===== src/dps_regs.vh =====
`ifndef DPS_REGS_VH
`define DPS_REGS_VH

// Register byte addresses
`define DPS_ADDR_CTRL      12'h000
`define DPS_ADDR_THERM     12'h004
`define DPS_ADDR_WARN      12'h008
`define DPS_ADDR_TRIP      12'h00C
`define DPS_ADDR_STALL     12'h010
`define DPS_ADDR_OUTSEL    12'h014
`define DPS_ADDR_STATUS    12'h018
`define DPS_ADDR_IRQ_STAT  12'h01C
`define DPS_ADDR_IRQ_MASK  12'h020

// Field positions
`define DPS_CTRL_THERM_EN  0
`define DPS_CTRL_COOLING   1
`define DPS_CTRL_TRIP_EN   2
`define DPS_CTRL_CLR_TRIP  3

// Reset values
`define DPS_RST_THERM_1MIN 8'h96
`define DPS_RST_THERM_CONT 8'h64
`define DPS_RST_WARN_LVL   8'h96
`define DPS_RST_WARN_TIME  8'h0A
`define DPS_RST_TRIP_LVL   8'hB4
`define DPS_RST_TRIP_TIME  8'h3C
`define DPS_RST_STALL_MASK 3'h3
`define DPS_RST_STALL_LVL  8'h96
`define DPS_RST_MO_SEL     5'h0C
`define DPS_RST_RELAY_SEL  5'h11
`define DPS_RST_FAULT_MASK 2'h0

// Ranges
`define DPS_CONT_MIN       8'h32
`define DPS_CONT_MAX       8'h96
`define DPS_WARN_LVL_MIN   8'h1E
`define DPS_WARN_LVL_MAX   8'h96
`define DPS_WARN_TIME_MAX  8'h1E
`define DPS_TRIP_LVL_MIN   8'h1E
`define DPS_TRIP_LVL_MAX   8'hC8
`define DPS_TRIP_TIME_MAX  8'h3C
`define DPS_STALL_LVL_MIN  8'h1E
`define DPS_STALL_LVL_MAX  8'h96
`define DPS_SEL_MAX        5'h11

// Output codes
`define DPS_CODE_OL        5'h05
`define DPS_CODE_STALL     5'h07
`define DPS_CODE_LVT       5'h09
`define DPS_CODE_CMD_LOSS  5'h0B
`define DPS_CODE_RUN       5'h0C
`define DPS_CODE_STOP      5'h0D
`define DPS_CODE_CONST     5'h0E
`define DPS_CODE_WAIT_RUN  5'h10
`define DPS_CODE_FAULT     5'h11

// Timing
`define DPS_CLK_HZ         100000000
`define DPS_SEC_TICKS      (`DPS_CLK_HZ / 1)
`define DPS_THERM_WINDOW_S 60

`endif


===== src/dps_protect.v =====
// Contract
// - Code 11 asserts output while frequency command is lost.
// - Code 12 asserts output while running and generating output voltage.
// - Code 16 asserts output while healthy and waiting for run command.
// - Code 17 follows fault mask; mask 2 means any trip except low voltage.
// - Thermal enabled: time-inverse model cuts output after sustained overcurrent.
// - One-minute level in percent, default 150, not below continuous level.
// - Continuous level 50 to 150, default 100, not above one-minute level.
// - Cooling type 0 derates at low speed; 1 is speed independent.
// - Warning level percent of rated current, 30 to 150, default 150.
// - Code 5 routes overload warning to the output.
// - Trip enabled: cut output after current above level for trip time.
// - Accel with mask bit 0: hold ramp while current above stall level.
// - Constant speed with mask bit 1: reduce frequency while current high.
// - Decel with mask bit 2: pause ramp while DC link voltage high.
// - Stall mask 0 to 7, default 3; bits accel, constant, decel.
// - Code 7 indicates stall prevention acting.
// - Stall action may lengthen ramps beyond configured ramp time.
//
// The APB interface to the registers and the placing of the registers were chosen for this implementation.
`timescale 1ns/10ps
`include "dps_regs.vh"

module dps_protect #(
    parameter SEC_TICKS = `DPS_SEC_TICKS,
    parameter [7:0] THERM_SCALE = `DPS_THERM_WINDOW_S
) (
    input wire i_clk,
    input wire i_reset,
    input wire i_psel,
    input wire i_penable,
    input wire i_pwrite,
    input wire [11:0] i_paddr,
    input wire [31:0] i_pwdata,
    output reg [31:0] o_prdata,
    output reg o_pready,
    output reg o_pslverr,
    input wire [7:0] i_current_pct,
    input wire i_dc_link_high,
    input wire i_run_cmd,
    input wire i_voltage_out,
    input wire i_freq_cmd_lost,
    input wire i_accel,
    input wire i_decel,
    input wire i_low_speed,
    input wire i_low_voltage_trip,
    input wire i_other_trip,
    output reg o_output_cut,
    output reg o_ramp_hold,
    output reg o_freq_reduce,
    output reg o_transistor_status_output,
    output reg o_status_relay,
    output reg o_irq
);

    // ============================================================
    // Configuration registers
    reg therm_en_reg;
    reg cooling_reg;
    reg trip_en_reg;
    reg [7:0] one_min_reg;
    reg [7:0] cont_reg;
    reg [7:0] warn_lvl_reg;
    reg [7:0] warn_time_reg;
    reg [7:0] trip_lvl_reg;
    reg [7:0] trip_time_reg;
    reg [2:0] stall_mask_reg;
    reg [7:0] stall_lvl_reg;
    reg [4:0] mo_sel_reg;
    reg [4:0] relay_sel_reg;
    reg [1:0] fault_mask_reg;
    reg [3:0] irq_stat_reg;
    reg [3:0] irq_mask_reg;

    // ============================================================
    // Protection state
    reg [31:0] sec_cnt_reg;
    reg sec_tick_reg;
    reg [7:0] warn_sec_reg;
    reg [7:0] trip_sec_reg;
    reg [23:0] heat_reg;
    reg warn_reg;
    reg therm_trip_reg;
    reg ol_trip_reg;
    reg stall_reg;

    wire wr = i_psel && i_penable && i_pwrite && o_pready;
    wire rd_setup = i_psel && !i_penable;

    function in_range8;
        input [7:0] v;
        input [7:0] lo;
        input [7:0] hi;
        begin
            in_range8 = (v >= lo) && (v <= hi);
        end
    endfunction

    // Full 16-bit square, no truncation of the product
    function [15:0] sq8;
        input [7:0] v;
        begin
            sq8 = {8'h0, v} * {8'h0, v};
        end
    endfunction

    function sel_out;
        input [4:0] code;
        input warn;
        input stall;
        input tripped;
        input [1:0] fmask;
        reg any_trip;
        begin
            any_trip = tripped || i_other_trip || i_low_voltage_trip;
            case (code)
                `DPS_CODE_OL: sel_out = warn;
                `DPS_CODE_STALL: sel_out = stall;
                `DPS_CODE_LVT: sel_out = i_low_voltage_trip;
                `DPS_CODE_CMD_LOSS: sel_out = i_freq_cmd_lost;
                `DPS_CODE_RUN: sel_out = i_run_cmd && i_voltage_out;
                `DPS_CODE_STOP: sel_out = !i_voltage_out;
                `DPS_CODE_CONST: sel_out = i_voltage_out && !i_accel && !i_decel;
                `DPS_CODE_WAIT_RUN: sel_out = !any_trip && !i_run_cmd;
                `DPS_CODE_FAULT: begin
                    case (fmask)
                        2'h2: sel_out = tripped || i_other_trip;
                        default: sel_out = any_trip;
                    endcase
                end
                default: sel_out = 1'b0;
            endcase
        end
    endfunction

    // ============================================================
    // APB slave
    wire [7:0] wb = i_pwdata[7:0];
    wire [7:0] wb1 = i_pwdata[15:8];
    always @(posedge i_clk) begin
        if (i_reset) begin
            therm_en_reg <= 1'b0;
            cooling_reg <= 1'b0;
            trip_en_reg <= 1'b0;
            one_min_reg <= `DPS_RST_THERM_1MIN;
            cont_reg <= `DPS_RST_THERM_CONT;
            warn_lvl_reg <= `DPS_RST_WARN_LVL;
            warn_time_reg <= `DPS_RST_WARN_TIME;
            trip_lvl_reg <= `DPS_RST_TRIP_LVL;
            trip_time_reg <= `DPS_RST_TRIP_TIME;
            stall_mask_reg <= `DPS_RST_STALL_MASK;
            stall_lvl_reg <= `DPS_RST_STALL_LVL;
            mo_sel_reg <= `DPS_RST_MO_SEL;
            relay_sel_reg <= `DPS_RST_RELAY_SEL;
            fault_mask_reg <= `DPS_RST_FAULT_MASK;
            irq_mask_reg <= 4'h0;
            o_pready <= 1'b0;
            o_pslverr <= 1'b0;
            o_prdata <= 32'h0;
        end else begin
            o_pready <= i_psel && !i_penable;
            o_pslverr <= 1'b0;
            if (rd_setup) begin
                case (i_paddr)
                    `DPS_ADDR_CTRL: o_prdata <= {29'h0, trip_en_reg, cooling_reg, therm_en_reg};
                    `DPS_ADDR_THERM: o_prdata <= {16'h0, cont_reg, one_min_reg};
                    `DPS_ADDR_WARN: o_prdata <= {16'h0, warn_time_reg, warn_lvl_reg};
                    `DPS_ADDR_TRIP: o_prdata <= {16'h0, trip_time_reg, trip_lvl_reg};
                    `DPS_ADDR_STALL: o_prdata <= {16'h0, stall_lvl_reg, 5'h0, stall_mask_reg};
                    `DPS_ADDR_OUTSEL: o_prdata <= {14'h0, fault_mask_reg, 3'h0, relay_sel_reg,
                        3'h0, mo_sel_reg};
                    `DPS_ADDR_STATUS: o_prdata <= {26'h0, o_status_relay,
                        o_transistor_status_output, stall_reg, ol_trip_reg, therm_trip_reg,
                        warn_reg};
                    `DPS_ADDR_IRQ_STAT: o_prdata <= {28'h0, irq_stat_reg};
                    `DPS_ADDR_IRQ_MASK: o_prdata <= {28'h0, irq_mask_reg};
                    default: o_prdata <= 32'h0;
                endcase
            end
            if (rd_setup) begin
                case (i_paddr)
                    `DPS_ADDR_CTRL, `DPS_ADDR_THERM, `DPS_ADDR_WARN, `DPS_ADDR_TRIP,
                    `DPS_ADDR_STALL, `DPS_ADDR_OUTSEL, `DPS_ADDR_STATUS,
                    `DPS_ADDR_IRQ_STAT, `DPS_ADDR_IRQ_MASK: o_pslverr <= 1'b0;
                    default: o_pslverr <= 1'b1;
                endcase
            end
            if (wr) begin
                case (i_paddr)
                    `DPS_ADDR_CTRL: begin
                        therm_en_reg <= i_pwdata[`DPS_CTRL_THERM_EN];
                        cooling_reg <= i_pwdata[`DPS_CTRL_COOLING];
                        trip_en_reg <= i_pwdata[`DPS_CTRL_TRIP_EN];
                    end
                    `DPS_ADDR_THERM: begin
                        // Pair rejected unless cont in range and not above one-minute
                        if (in_range8(wb1, `DPS_CONT_MIN, `DPS_CONT_MAX) && wb >= wb1) begin
                            one_min_reg <= wb;
                            cont_reg <= wb1;
                        end
                    end
                    `DPS_ADDR_WARN: begin
                        if (in_range8(wb, `DPS_WARN_LVL_MIN, `DPS_WARN_LVL_MAX) &&
                            wb1 <= `DPS_WARN_TIME_MAX) begin
                            warn_lvl_reg <= wb;
                            warn_time_reg <= wb1;
                        end
                    end
                    `DPS_ADDR_TRIP: begin
                        if (in_range8(wb, `DPS_TRIP_LVL_MIN, `DPS_TRIP_LVL_MAX) &&
                            wb1 <= `DPS_TRIP_TIME_MAX) begin
                            trip_lvl_reg <= wb;
                            trip_time_reg <= wb1;
                        end
                    end
                    `DPS_ADDR_STALL: begin
                        stall_mask_reg <= i_pwdata[2:0];
                        if (in_range8(wb1, `DPS_STALL_LVL_MIN, `DPS_STALL_LVL_MAX))
                            stall_lvl_reg <= wb1;
                    end
                    `DPS_ADDR_OUTSEL: begin
                        if (i_pwdata[4:0] <= `DPS_SEL_MAX)
                            mo_sel_reg <= i_pwdata[4:0];
                        if (i_pwdata[12:8] <= `DPS_SEL_MAX)
                            relay_sel_reg <= i_pwdata[12:8];
                        fault_mask_reg <= i_pwdata[17:16];
                    end
                    `DPS_ADDR_IRQ_MASK: irq_mask_reg <= i_pwdata[3:0];
                    default: ;
                endcase
            end
        end
    end

    // ============================================================
    // Second tick
    always @(posedge i_clk) begin
        if (i_reset) begin
            sec_cnt_reg <= 32'h0;
            sec_tick_reg <= 1'b0;
        end else if (sec_cnt_reg >= SEC_TICKS - 1) begin
            sec_cnt_reg <= 32'h0;
            sec_tick_reg <= 1'b1;
        end else begin
            sec_cnt_reg <= sec_cnt_reg + 32'h1;
            sec_tick_reg <= 1'b0;
        end
    end

    // ============================================================
    // Thermal, warning and trip
    wire [7:0] cont_eff = (!cooling_reg && i_low_speed) ?
        (cont_reg - {1'b0, cont_reg[7:1]} + {2'h0, cont_reg[7:2]}) : cont_reg;
    wire [7:0] excess = (i_current_pct > cont_eff) ? (i_current_pct - cont_eff) : 8'h0;
    wire [7:0] span = (one_min_reg > cont_eff) ? (one_min_reg - cont_eff) : 8'h1;
    wire [15:0] span_sq = sq8(span);
    wire [15:0] excess_sq = sq8(excess);
    // Heat limit: span^2 * window seconds, excess^2 added each second
    wire [23:0] heat_lim = {8'h0, span_sq} * {16'h0, THERM_SCALE};
    wire clr_trip = wr && (i_paddr == `DPS_ADDR_CTRL) && i_pwdata[`DPS_CTRL_CLR_TRIP];
    wire do_stall_acc = stall_mask_reg[0] && i_accel && (i_current_pct > stall_lvl_reg);
    wire do_stall_const = stall_mask_reg[1] && !i_accel && !i_decel && i_voltage_out &&
        (i_current_pct > stall_lvl_reg);
    wire do_stall_dec = stall_mask_reg[2] && i_decel && i_dc_link_high;
    wire [3:0] events = {stall_reg, ol_trip_reg, therm_trip_reg, warn_reg};
    wire [3:0] wr_clear = (wr && i_paddr == `DPS_ADDR_IRQ_STAT) ? i_pwdata[3:0] : 4'h0;
    wire trip_any = therm_trip_reg || ol_trip_reg;

    always @(posedge i_clk) begin
        if (i_reset) begin
            heat_reg <= 24'h0;
            warn_sec_reg <= 8'h0;
            trip_sec_reg <= 8'h0;
            warn_reg <= 1'b0;
            therm_trip_reg <= 1'b0;
            ol_trip_reg <= 1'b0;
            stall_reg <= 1'b0;
            irq_stat_reg <= 4'h0;
            o_output_cut <= 1'b0;
            o_ramp_hold <= 1'b0;
            o_freq_reduce <= 1'b0;
            o_transistor_status_output <= 1'b0;
            o_status_relay <= 1'b0;
            o_irq <= 1'b0;
        end else begin
            // Model idle while thermal protection is off
            if (!therm_en_reg) begin
                heat_reg <= 24'h0;
            end else if (sec_tick_reg) begin
                // Time-inverse accumulation, cooling when below continuous level
                if (excess != 8'h0) begin
                    if (heat_reg < heat_lim)
                        heat_reg <= heat_reg + {8'h0, excess_sq};
                end else if (heat_reg > {8'h0, span_sq}) begin
                    heat_reg <= heat_reg - {8'h0, span_sq};
                end else begin
                    heat_reg <= 24'h0;
                end
            end
            if (sec_tick_reg) begin
                // Count one past the set time so a part second never counts
                if (i_current_pct > warn_lvl_reg) begin
                    if (warn_sec_reg <= warn_time_reg)
                        warn_sec_reg <= warn_sec_reg + 8'h1;
                end else begin
                    warn_sec_reg <= 8'h0;
                end
                if (i_current_pct > trip_lvl_reg) begin
                    if (trip_sec_reg <= trip_time_reg)
                        trip_sec_reg <= trip_sec_reg + 8'h1;
                end else begin
                    trip_sec_reg <= 8'h0;
                end
            end
            warn_reg <= (i_current_pct > warn_lvl_reg) &&
                (warn_sec_reg > warn_time_reg);
            if (therm_en_reg && heat_reg >= heat_lim && excess != 8'h0)
                therm_trip_reg <= 1'b1;
            else if (clr_trip)
                therm_trip_reg <= 1'b0;
            if (trip_en_reg && i_current_pct > trip_lvl_reg && trip_sec_reg > trip_time_reg)
                ol_trip_reg <= 1'b1;
            else if (clr_trip)
                ol_trip_reg <= 1'b0;
            o_output_cut <= trip_any;
            // Ramp hold lets accel or decel run past the set ramp time
            o_ramp_hold <= do_stall_acc || do_stall_dec;
            o_freq_reduce <= do_stall_const;
            stall_reg <= do_stall_acc || do_stall_const || do_stall_dec;
            o_transistor_status_output <= sel_out(mo_sel_reg, warn_reg, stall_reg,
                trip_any, fault_mask_reg);
            o_status_relay <= sel_out(relay_sel_reg, warn_reg, stall_reg,
                trip_any, fault_mask_reg);
            // Set wins over a simultaneous write-one clear
            irq_stat_reg <= (irq_stat_reg & ~wr_clear) | events;
            o_irq <= |(irq_stat_reg & irq_mask_reg);
        end
    end

endmodule


===== config.mk =====
export PLATFORM = sky130hd
export DESIGN_NAME = dps_protect
export DESIGN_NICKNAME = d
export VERILOG_FILES = /design/src/dps_protect.v
export VERILOG_INCLUDE_DIRS = /design/src /design/src/src
export SDC_FILE = /design/constraint.sdc
export NUM_CORES = 1
export LEC_CHECK = 0
export BUFFER_PORTS_ARGS = -buffer_cell sky130_fd_sc_hd__buf_2
export CELL_PAD_IN_SITES_DETAIL_PLACEMENT = 1
export CELL_PAD_IN_SITES_GLOBAL_PLACEMENT = 1
export CORE_ASPECT_RATIO = 0.8
export CORE_MARGIN = 2
export CORE_UTILIZATION = 51
export DETAILED_ROUTE_END_ITERATION = 8
export GPL_TIMING_DRIVEN = 0
export PLACE_DENSITY_LB_ADDON = 0.1
export SYNTH_ARGS = -nofsm -noshare
export SYNTH_HDL_FRONTEND = slang
export SYNTH_SLANG_ARGS = --single-unit

===== constraint.sdc =====
create_clock -name i_clk -period 34.5 [get_ports i_clk]
set_input_delay 3.45 -clock i_clk [delete_from_list [all_inputs] [get_ports i_clk]]
set_output_delay 3.45 -clock i_clk [all_outputs]
set_load 0.005 [all_outputs]

==> flow_summary.toml <==
[cts]
cts_hold_buf = 0
tritoncts = "built"
clock_latency_ps = 480
cts_buffers = 17
htreeDepth = 4
cts_max_path_buffers = 2
clk_pin_slew_worst_paths_ps = 80
cts.sinks = 185
post_cts_buffers = 0
cts_root_buffer = "clkbuf_16"
post_cts_resized = 0

[timing]
hold_viol = 0
post-route-min-period_ps = 16330
worst-slew-pin-transition_ps = 1380
setup_viol = 0
slew_viol_final = 0
final.setup.tns_ps = 0
skew_ps = 14.1
period_share_pct = 47.3
relSlewSlack_pct = 7.39
grt_setup_unrepaired = "no"
fmax_mhz = 61.2

[final_layout]
largest_reg_flops = 32
drive_gt1_share_pct = 7.42
n_antenna_cell = 0
area_growth_pct = 9.41
nets = 2610

[floorplanning]
start_util_pct = 51.7
die_h_um = 169
fp.dieW_um = 210
num_io_pins = 106
fp-row-count = 60
core_mm2 = 0.0336
die_area_mm2 = 0.0356

[grt]
gr-total-overflow = 0
grt_start_max_net_pins = 20
grt_pass1_wl_um = 91700
grt_pass1_vias = 16549
antenna_found_initial = 2
track_usage_pct = 33.3

[critical_path]
endpoint_kind = "flop"
cp.arrival_ps = 16730
path_buf_inv = 8
slowest_stage = "nor4b_1"
cp-start-kind = "input port"
crit_family = "adder cells"
crit_type = "in2reg"
cp.required_ps = 34890
path_max_fanout = 10
cp_common_cell = "fa_1"
critPathMaxStageDelay_ps = 920

[synth]
ys_seq_area_share_pct = 21.3
synth_area_leader_cell = "dfxtp_1"
syn-cell-area_mm2 = 0.0174
synth_edf_count = 0
ys_warn_count = 0
synth_common_cells = "258 x nor2_1, 244 x inv_1, 200 x ha_1, 185 x dfxtp_1, 142 x nand2_1"
yosysMostFrequentCell = "nor2_1"
synth_async_sr_flop_share_pct = 0
ys_seq_elements = 185
ys_types = 87
yosys.area.top_type_share_pct = 21.3
syn_inst = 2137
synth-main-ff-cell = "dfxtp_1"
synth_area_leaders = "dfxtp_1 21%, ha_1 14%, fa_1 11%, nor2_1 5.6%, inv_1 5.3%"
synth_area_per_cell_um2 = 8.14

[drt]
post-route-drc-count = 0
ant_nets = 0
first_pass_iters = 5
vias = 16321
drtIter0Drc = 1393
vias_per_cell = 6.05
wire_per_inst_um = 21.8
routed_wl_um = 58800

[worst_hold_path]
hold_class = "reg2reg"

[placement]
place_congestion = 0.957
hpwl_um = 47700
io_buffer_count = 75

[outcome]
status = "complete, no violations"

[run]
drv_cap = 0
## cell type report
type / instances / area [um^2]
multi-input combinational: 1631 / 12400
inverter: 245 / 922
tap: 434 / 543
clock inverter: 14 / 198
sequential: 185 / 3700
fill: 4171 / 14600
timing repair buffer: 75 / 375
buffer: 96 / 428
clock buffer: 18 / 439
## stage by stage
step	util (%)	instances	hold WS (ps)	setup slack [ps]	instance area (um^2)
floorplan	-	2157	430	20260	17500
global placement	54.7	2666	442	18250	18400
detailed placement	54.7	2666	449	17840	18400
CTS	56.6	2698	466	18190	19000
global route	56.6	2698	514	17440	19000
finish	56.6	2698	461	18170	19000
## worst reg2reg max path, delay by kind of cell (launching register included)
family / cells / cell delay (ps)
adders and majority gates: 11 / 4700
and+or+nand+nor: 15 / 3480
xor gates and xnor gates: 4 / 830
AOI/OAI and AO/OA: 15 / 3440
DFF: 1 / 510
buffers and inverters: 11 / 1940
## final timing paths
| path | start | endpoint | slack [ps] | depth (start not counted) |
|---|---|---|---|---|
| max | i_low_speed | heat_reg[23] | 18170 | 48 |
| min | sec_cnt_reg[0] | sec_cnt_reg[0] | 460 | 1 |
| max reg2reg | cont_reg[1] | heat_reg[23] | 19510 | 56 |
| min reg2reg | sec_cnt_reg[0] | sec_cnt_reg[0] | 460 | 1 |
## cell usage in the layout (no fill, tap or decap), types with 15 or more instances in the layout
master	Yosys	routed
a31oi_1	17	17
o21a_1	15	15
buf_2	6	81
nand4_1	33	33
mux2i_1	55	55
nand3_1	47	47
clkbuf_1	69	69
xnor2_1	62	62
inv_1	244	244
ha_1	200	200
dfxtp_1	185	185
conb_1	1	21
nor2b_1	24	24
nand2b_1	29	29
nor2_1	258	258
o21ai_0	81	81
o211ai_1	25	25
xor2_1	54	54
a21o_1	40	40
or3_1	15	15
clkbuf_16	0	17
fa_1	93	93
a21oi_1	128	128
a221oi_1	19	19
or2_2	17	17
and3_1	19	19
nand2_1	142	142
nor3_1	32	32
## metal layers
layer | vias to the layer above | routed length [um] | GRT usage (%)
met5 | - | 13 | 0
met4 | 2 | 818 | 6.95
met3 | 67 | 5610 | 10.3
met2 | 577 | 25100 | 50.1
met1 | 8106 | 27300 | 47.1
li1 | 7569 | - | -
## kinds of logic after synthesis
group,after synthesis,synth area share (%)
adders and majority gates,300,25.5
DFF,185,21.3
other,1,0.0216
AOI/OAI and AO/OA,462,17.8
buffers and inverters,341,7.76
and+or+nand+nor,673,18.3
muxes,58,3.36
xor gates and xnor gates,117,5.94
Power is not shown: default switching activity piles up to over one toggle a cycle in this logic, so the estimate is an artifact.
